$ cat src/verilog/gpio_cde_pkg.sv
// Shared register map, pin positions, reset values and carrier types for the port C/D/E block.
`default_nettype none
package gpio_cde_pkg;
    // Register indices; the APB byte address is four times the index.
    localparam int ADDR_W = 12;
    localparam logic [9:0] IDX_PORT_C_DATA = 10'h002;
    localparam logic [9:0] IDX_PORT_D_DATA = 10'h003;
    localparam logic [9:0] IDX_PORT_E_DATA = 10'h008;
    localparam logic [9:0] IDX_PORT_C_DIR = 10'h010;
    localparam logic [9:0] IDX_PORT_D_DIR = 10'h011;
    localparam logic [9:0] IDX_PORT_E_DIR = 10'h012;
    localparam logic [9:0] IDX_PORT_D_PUE = 10'h013;
    // Field positions.
    localparam int CLK_OUT_BIT = 7;
    localparam int PC_CLK_PIN = 2;
    localparam int PD_TA_CLK_PIN = 6;
    localparam int PD_TB_CLK_PIN = 4;
    localparam int PE_SCK_PIN = 7;
    localparam int PE_MOSI_PIN = 6;
    localparam int PE_MISO_PIN = 5;
    localparam int PE_SS_PIN = 4;
    localparam int PE_TCH0_PIN = 2;
    localparam int PE_RX_PIN = 1;
    localparam int PE_TX_PIN = 0;
    // Prescaler code that selects the external timer clock.
    localparam logic [2:0] PRESCALE_EXT = 3'h7;
    // Reset values of control registers.
    localparam logic [5:0] PC_DIR_RESET = 6'h00;
    localparam logic [7:0] PD_DIR_RESET = 8'h00;
    localparam logic [7:0] PE_DIR_RESET = 8'h00;
    localparam logic [7:0] PD_PUE_RESET = 8'h00;
    localparam logic CLK_OUT_RESET = 1'b0;

    typedef struct packed {
        logic on;
        logic master;
        logic sck_out;
        logic mosi_out;
        logic miso_out;
    } spi_drive_t;

    typedef struct packed {
        logic sck_in;
        logic mosi_in;
        logic miso_in;
        logic ss_in;
    } spi_sense_t;

    typedef struct packed {
        logic [1:0] edge_level_select;
        logic out;
        logic oe;
    } timer_ch_drive_t;

    typedef struct packed {
        logic on;
        logic tx_out;
    } sci_drive_t;

    typedef struct packed {
        logic [5:0] pc_latch;
        logic [7:0] pd_latch;
        logic [7:0] pe_latch;
        logic [5:0] pc_dir;
        logic clk_out;
        logic [7:0] pd_dir;
        logic [7:0] pe_dir;
        logic [7:0] pd_pue;
        logic [21:0] pin_meta;
        logic [21:0] pin_sync;
        logic [31:0] rdata;
        logic err;
    } state_t;
endpackage
`default_nettype wire

$ cat src/verilog/gpio_ports_c_d_e.sv
// APB-mapped general-purpose I/O for ports C, D and E with peripheral pin sharing.
`default_nettype none
module gpio_ports_c_d_e (
    input wire logic pclk,
    input wire logic presetn,
    input wire logic psel,
    input wire logic penable,
    input wire logic pwrite,
    input wire logic [gpio_cde_pkg::ADDR_W-1:0] paddr,
    input wire logic [31:0] pwdata,
    output logic [31:0] prdata,
    output logic pready,
    output logic pslverr,
    input wire logic [5:0] pc_in,
    output logic [5:0] pc_out,
    output logic [5:0] pc_oe,
    input wire logic [7:0] pd_in,
    output logic [7:0] pd_out,
    output logic [7:0] pd_oe,
    output logic [7:0] pd_pullup,
    input wire logic [7:0] pe_in,
    output logic [7:0] pe_out,
    output logic [7:0] pe_oe,
    input wire logic [2:0] timer_a_prescaler_select,
    input wire logic [2:0] timer_b_prescaler_select,
    output logic timer_a_ext_clock,
    output logic timer_b_ext_clock,
    input wire gpio_cde_pkg::spi_drive_t spi_drive,
    output gpio_cde_pkg::spi_sense_t spi_sense,
    input wire gpio_cde_pkg::timer_ch_drive_t [1:0] timer_a_ch_drive,
    output logic [1:0] timer_a_ch_in,
    input wire gpio_cde_pkg::sci_drive_t sci_drive,
    output logic sci_rx_in
);
    import gpio_cde_pkg::*;

    state_t state_q;
    state_t state_d;
    logic setup;
    logic access_wr;
    logic [7:0] pe_own;
    logic [7:0] pe_per_oe;
    logic [7:0] pe_per_out;
    logic [5:0] pc_pin;
    logic [7:0] pd_pin;
    logic [7:0] pe_pin;
    logic [5:0] pc_read;
    logic [7:0] pc_mux;

    // Picks the latch on output pins and the pin level on input pins.
    function automatic logic [7:0] pin_or_latch(input logic [7:0] dir, input logic [7:0] latch,
                                                input logic [7:0] pin);
        pin_or_latch = (dir & latch) | (~dir & pin);
    endfunction

    // Word-aligned address match against a register index.
    function automatic logic hits(input logic [ADDR_W-1:0] addr, input logic [9:0] idx);
        hits = (addr[1:0] == 2'h0) && (addr[ADDR_W-1:2] == idx);
    endfunction

    assign setup = psel && !penable;
    assign access_wr = psel && penable && pwrite;
    assign pc_pin = state_q.pin_sync[21:16];
    assign pd_pin = state_q.pin_sync[15:8];
    assign pe_pin = state_q.pin_sync[7:0];

    // Pin 2 reads as zero while it carries the system clock.
    always_comb begin
        pc_mux = pin_or_latch({2'h0, state_q.pc_dir}, {2'h0, state_q.pc_latch}, {2'h0, pc_pin});
        pc_read = pc_mux[5:0];
        if (state_q.clk_out) begin
            pc_read[PC_CLK_PIN] = 1'b0;
        end
    end

    // Port E ownership by the SPI, timer A channels and the serial interface.
    always_comb begin
        pe_own = 8'h00;
        pe_per_oe = 8'h00;
        pe_per_out = 8'h00;
        pe_own[PE_SCK_PIN] = spi_drive.on;
        pe_per_oe[PE_SCK_PIN] = spi_drive.master;
        pe_per_out[PE_SCK_PIN] = spi_drive.sck_out;
        pe_own[PE_MOSI_PIN] = spi_drive.on;
        pe_per_oe[PE_MOSI_PIN] = spi_drive.master;
        pe_per_out[PE_MOSI_PIN] = spi_drive.mosi_out;
        pe_own[PE_MISO_PIN] = spi_drive.on;
        pe_per_oe[PE_MISO_PIN] = !spi_drive.master;
        pe_per_out[PE_MISO_PIN] = spi_drive.miso_out;
        pe_own[PE_SS_PIN] = spi_drive.on && !spi_drive.master;
        for (int ch = 0; ch < 2; ch++) begin
            pe_own[PE_TCH0_PIN + ch] = timer_a_ch_drive[ch].edge_level_select != 2'h0;
            pe_per_oe[PE_TCH0_PIN + ch] = timer_a_ch_drive[ch].oe;
            pe_per_out[PE_TCH0_PIN + ch] = timer_a_ch_drive[ch].out;
        end
        pe_own[PE_RX_PIN] = sci_drive.on;
        pe_own[PE_TX_PIN] = sci_drive.on;
        pe_per_oe[PE_TX_PIN] = 1'b1;
        pe_per_out[PE_TX_PIN] = sci_drive.tx_out;
    end

    // Pin drive; a claimed pin follows its peripheral instead of the port registers.
    genvar gi;
    generate
        for (gi = 0; gi < 8; gi++) begin : g_pe_pin
            assign pe_oe[gi] = pe_own[gi] ? pe_per_oe[gi] : state_q.pe_dir[gi];
            assign pe_out[gi] = pe_own[gi] ? pe_per_out[gi] : state_q.pe_latch[gi];
        end
        for (gi = 0; gi < 6; gi++) begin : g_pc_pin
            if (gi == PC_CLK_PIN) begin : g_clk
                assign pc_oe[gi] = state_q.clk_out | state_q.pc_dir[gi];
                assign pc_out[gi] = state_q.clk_out ? pclk : state_q.pc_latch[gi];
            end else begin : g_io
                assign pc_oe[gi] = state_q.pc_dir[gi];
                assign pc_out[gi] = state_q.pc_latch[gi];
            end
        end
    endgenerate

    assign pd_oe = state_q.pd_dir;
    assign pd_out = state_q.pd_latch;
    assign pd_pullup = state_q.pd_pue & ~state_q.pd_dir;

    // Peripheral inputs see the synchronised pin level; idle levels apply when not claimed.
    assign timer_a_ext_clock = (timer_a_prescaler_select == PRESCALE_EXT) && pd_pin[PD_TA_CLK_PIN];
    assign timer_b_ext_clock = (timer_b_prescaler_select == PRESCALE_EXT) && pd_pin[PD_TB_CLK_PIN];
    assign spi_sense.sck_in = pe_own[PE_SCK_PIN] && pe_pin[PE_SCK_PIN];
    assign spi_sense.mosi_in = pe_own[PE_MOSI_PIN] && pe_pin[PE_MOSI_PIN];
    assign spi_sense.miso_in = pe_own[PE_MISO_PIN] && pe_pin[PE_MISO_PIN];
    assign spi_sense.ss_in = !pe_own[PE_SS_PIN] || pe_pin[PE_SS_PIN];
    assign timer_a_ch_in = pe_pin[PE_TCH0_PIN + 1:PE_TCH0_PIN] & pe_own[PE_TCH0_PIN + 1:PE_TCH0_PIN];
    assign sci_rx_in = !pe_own[PE_RX_PIN] || pe_pin[PE_RX_PIN];

    // The slave answers with no wait states; read data is captured in the setup cycle.
    assign pready = 1'b1;
    assign prdata = state_q.rdata;
    assign pslverr = psel && penable && state_q.err;

    always_comb begin
        state_d = state_q;
        state_d.pin_meta = {pc_in, pd_in, pe_in};
        state_d.pin_sync = state_q.pin_meta;
        if (setup) begin
            state_d.rdata = 32'h0000_0000;
            state_d.err = 1'b0;
            if (hits(paddr, IDX_PORT_C_DATA)) begin
                state_d.rdata[5:0] = pc_read;
            end else if (hits(paddr, IDX_PORT_D_DATA)) begin
                state_d.rdata[7:0] = pin_or_latch(state_q.pd_dir, state_q.pd_latch, pd_pin);
            end else if (hits(paddr, IDX_PORT_E_DATA)) begin
                state_d.rdata[7:0] = pin_or_latch(state_q.pe_dir, state_q.pe_latch, pe_pin);
            end else if (hits(paddr, IDX_PORT_C_DIR)) begin
                state_d.rdata[CLK_OUT_BIT] = state_q.clk_out;
                state_d.rdata[5:0] = state_q.pc_dir;
            end else if (hits(paddr, IDX_PORT_D_DIR)) begin
                state_d.rdata[7:0] = state_q.pd_dir;
            end else if (hits(paddr, IDX_PORT_E_DIR)) begin
                state_d.rdata[7:0] = state_q.pe_dir;
            end else if (hits(paddr, IDX_PORT_D_PUE)) begin
                state_d.rdata[7:0] = state_q.pd_pue;
            end else begin
                state_d.err = 1'b1;
            end
        end
        if (access_wr) begin
            if (hits(paddr, IDX_PORT_C_DATA)) begin
                state_d.pc_latch = pwdata[5:0];
                if (state_q.clk_out) begin
                    state_d.pc_latch[PC_CLK_PIN] = state_q.pc_latch[PC_CLK_PIN];
                end
            end
            if (hits(paddr, IDX_PORT_D_DATA)) begin
                state_d.pd_latch = pwdata[7:0];
            end
            if (hits(paddr, IDX_PORT_E_DATA)) begin
                state_d.pe_latch = pwdata[7:0];
            end
            if (hits(paddr, IDX_PORT_C_DIR)) begin
                state_d.clk_out = pwdata[CLK_OUT_BIT];
                state_d.pc_dir = pwdata[5:0];
            end
            if (hits(paddr, IDX_PORT_D_DIR)) begin
                state_d.pd_dir = pwdata[7:0];
            end
            if (hits(paddr, IDX_PORT_E_DIR)) begin
                state_d.pe_dir = pwdata[7:0];
            end
            if (hits(paddr, IDX_PORT_D_PUE)) begin
                state_d.pd_pue = pwdata[7:0];
            end
        end
    end

    // Data latches carry no reset so their contents survive it.
    always_ff @(posedge pclk or negedge presetn) begin
        if (!presetn) begin
            state_q.pc_dir <= PC_DIR_RESET;
            state_q.clk_out <= CLK_OUT_RESET;
            state_q.pd_dir <= PD_DIR_RESET;
            state_q.pe_dir <= PE_DIR_RESET;
            state_q.pd_pue <= PD_PUE_RESET;
            state_q.pin_meta <= 22'h000000;
            state_q.pin_sync <= 22'h000000;
            state_q.rdata <= 32'h0000_0000;
            state_q.err <= 1'b0;
        end else begin
            state_q <= state_d;
        end
    end
endmodule // gpio_ports_c_d_e
`default_nettype wire

$ cat config.mk
export PLATFORM = sky130hd
export DESIGN_NAME = gpio_ports_c_d_e
export DESIGN_NICKNAME = d
export VERILOG_FILES = /design/src/verilog/gpio_cde_pkg.sv /design/src/verilog/gpio_ports_c_d_e.sv
export SDC_FILE = /design/constraint.sdc
export NUM_CORES = 1
export LEC_CHECK = 0
export ABC_AREA = 1
export ABC_CLOCK_PERIOD_IN_PS = 1200
export BUFFER_PORTS_ARGS = -buffer_cell sky130_fd_sc_hd__buf_2
export CORE_ASPECT_RATIO = 0.75
export CORE_MARGIN = 2
export CORE_UTILIZATION = 50
export CTS_CLUSTER_DIAMETER = 30
export CTS_CLUSTER_SIZE = 28
export DETAILED_ROUTE_END_ITERATION = 16
export GPL_ROUTABILITY_DRIVEN = 0
export GPL_TIMING_DRIVEN = 0
export PLACE_DENSITY_LB_ADDON = 0.1
export SYNTH_ARGS = -nofsm -noshare
export SYNTH_HDL_FRONTEND = slang
export SYNTH_SLANG_ARGS = --single-unit
$ cat constraint.sdc
create_clock -name pclk -period 1.2 [get_ports pclk]
set_input_delay 0.12 -clock pclk [delete_from_list [all_inputs] [get_ports pclk]]
set_output_delay 0.12 -clock pclk [all_outputs]
set_load 0.1 [all_outputs]
## Word-level counts from Yosys, hierarchy flattened

Cells that the tools add are included.

| cells by class | value |
|---|---|
| multiplexer cells | 35 |
| bitwise operators | 16 |
| reductions and logical operators | 34 |
| equal/unequal tests | 9 |

Operators by type and width:

| cell | number |
|---|---|
| $and 8x8->8 | 5 |
| $eq 10x5->1 const B | 4 |
| $mux 8 | 5 |
| $mux 1 | 27 |
| $eq 10x2->1 const B | 2 |
| $logic_and 1x1->1 | 17 |
| $not 8->8 | 2 |
| $or 8x8->8 | 2 |
| $and 6x6->6 | 2 |
| $mux 6 | 2 |
| $eq 10x4->1 const B | 1 |
| $reduce_and 3->1 | 3 |
| $reduce_and 2->1 | 4 |
| $eq 3x3->1 const B | 2 |
| $not 6->6 | 1 |
| $or 6x6->6 | 1 |
| $logic_not 1->1 | 4 |
| $reduce_and 4->1 | 1 |
| $reduce_bool 2->1 | 2 |
| $and 2x2->2 | 1 |
| $logic_not 2->1 | 1 |
| $logic_or 1x1->1 | 2 |
| $mux 2 | 1 |
| $not 1->1 | 1 |
| $or 1x1->1 | 1 |

| storage, ports and cells | value |
|---|---|
| register bits | 106 |
| output and inout bits | 95 |
| logic and storage cells | 107 |

## Longest topological paths before layout

| logic depth | value |
|---|---|
| depth after elaboration | 9 |
| gate-level depth with buffers | 12 |

==> results.ini <==
[final_layout]
seq_area_sq_um=2775
layout-drive-gt1-share=0.5141
antenna_cells=0
multi_input_area_sq_um=2123
finalNetCount=900
nFillCells=478
syn_to_final_growth_pct=71.32
postLayoutCoreUtil=0.8717

[sta]
skew_ps=5.191
period_share=1.244
fin_hold_ws_ps=-346.8
final-setup-viol-count=92
hold_viol=84
drv_slew=0
maxSlewHeadroom=0.5914
rsz0062_at_grt=yes
worstMarginPinSlew_ps=612.9
fin_crit_ps=1493
timing.fmax_ghz=0.6697
fin_ws_ps=-293.3
fin_tns_setup_ps=-9329

[synth]
yosysTopAreaCell=dfrtp_1
synth_cells=549
synth_most_common_cell=nand2_1
yosys-top-cells-area=dfrtp_1, edfxtp_1, nand2_1
synthArstFlopShare=0.7925
synth_cell_type_count=35
synth_commonest_cells=nand2_1, dfrtp_1, buf_4, inv_1, nor2_1
yosysSeqAreaShare=0.5318
syn-cell-area_sq_um=5195
yosysTopAreaCellShare=0.4046
ys_warn_count=0
avgSynthCellArea_sq_um=9.463
synth_edf_count=22
synth-main-ff-cell=dfrtp_1
synth-seq-cells=106

[flow_run]
max-cap-violations=0

[critical_path]
worst_setup_path_end_kind=primary output
required_ps=1080
worstPathArrival_ps=1370
worstReg2RegStart=pd_oe[1]$_DFFE_PN0P_
r2r_cells=6
timing.rr.end=prdata[1]$_DFFE_PN0P_
startpoint_type=flip-flop
regToRegSetupSlack_ps=-270
crit_fanout=2
path_class=flip-flop to primary output
crit_path_start=state_q[108]$_DFFE_PP_

[pwr]
leakagePower_uw=0.004175
ir_drop_v=0.0008622
power_density_nw_per_um2=1035

[clock_network]
clock_latency_ps=470
cts_tree=done
clkSlewWorstSetupHoldPaths_ps=70
hold_buffers=32

[routing]
drc=0
routed_wl_mm=17.68
drt_iter0_markers=432
vias=5090
post_drt_wl_per_cell_um=18.63
drt-pass1-iter-count=5
ant_nets=0
viasPerCell=5.364

[grt]
antenna_found_initial=0
grt_pass1_wl_mm=26.03
grt_usage=0.3097
overflow=0
first_global_vias=5088
grt_max_degree=55

[place]
dp_slack_ps=-704.6
io_buffers=136
dp_hpwl_mm=9.444

[floorplan]
die_w_um=121.7
core_area_sq_um=10210
dieArea_sq_um=11230
die_y_um=92.28
ioPinCount=187
start_util=0.5088
placementRows=32

[hold_path]
min_path_type=input port to async pin

[outcome]
status=finished with violations
violations=hold timing, setup timing

-- report_power, final --
group | internal [uW] | total (uW) | switching, uW
combinational | 520 | 1630 | 1110
clock | 2290 | 3800 | 1500
sequential | 3750 | 3780 | 28.3
-- worst max path at each step --
stage,slack [ps],cells after the start,to
floorplan,-140,7,prdata[2]$_DFFE_PN0P_
global placement,-1840,3,pd_out[1]$_DFFE_PP_
detailed placement,-700,4,state_q[108]$_DFFE_PP_
CTS,-270,2,pe_out[0]
global route,-310,2,pe_out[0]
finish,-290,2,pe_out[0]
-- stage by stage --
stage	area, sq um	cells	power, uW
final	8900	949	9209
after detailed placement	6371	845	5117
after floorplan	5490	572	4812
after global placement	6341	844	5089
after global routing	8900	949	9456
after CTS	8608	931	9148
-- metal layers --
metal  track usage  up-vias  routed length [um]  part of all wire
met1        0.3687     2413                6455              0.37
met4        0.1379        0                 812             0.046
li1              -     2219                   -                 -
met2        0.5126      367                8697              0.49
met3        0.1020       91                1711             0.097
met5             0        -                   0                 0
-- critical path, cell delays in order, from the launching register on --
cell	delay, ps
edfxtp_1	430
mux2_4	310
buf_12	170
-- layout by cell type (no fill, tap or decap), types with 10 or more instances in the layout --
| cell type | instances |
|---|---|
| buf_12 | 75 |
| buf_2 | 66 |
| buf_4 | 76 |
| buf_6 | 36 |
| clkbuf_16 | 13 |
| conb_1 | 25 |
| dfrtp_1 | 74 |
| dfrtp_2 | 10 |
| dlygate4sd3_1 | 30 |
| edfxtp_1 | 22 |
| inv_1 | 32 |
| inv_2 | 24 |
| nand2_1 | 106 |
| nand2_2 | 17 |
| nand3_1 | 14 |
| nand4_1 | 33 |
| nor2_1 | 22 |
| nor2_4 | 30 |
| o21ai_1 | 22 |
| o21ai_2 | 13 |
-- state kept, by name (all words and copies together) (netlist names) --
signal	count
pc_oe	5
state_d	22
pd_out	8
pc_pin	6
pc_out	5
state_q	28
pd_pin	8
prdata	8
pd_oe	8
pe_pin	8
-- logic make-up after synthesis --
kind of cell    after synthesis  synth area share
flops                       106            0.5318
compound gates               46           0.05395
simple gates                251            0.2401
buf+inv                     129            0.1409
other cells                   2          0.001446
mux                          15           0.03179
-- final cells by class --
type	count	share of cell area
flip-flops and latches	106	0.3118
clock buffers	13	0.03599
multi-input cells	337	0.2386
clock inverters	7	0.01237
plain buffers	54	0.05300
repair buffers	235	0.3021
inverters	61	0.02699
well taps	136	0.01912
-- repair_timing --
item	in CTS	in global routing
resized for setup	345	42
cloned	0	1
setup endpoints to repair	100	98
setup buffers	49	18
pin swaps	34	24
hold endpoints to repair	131	82
Power figures use the tool's default switching activity.
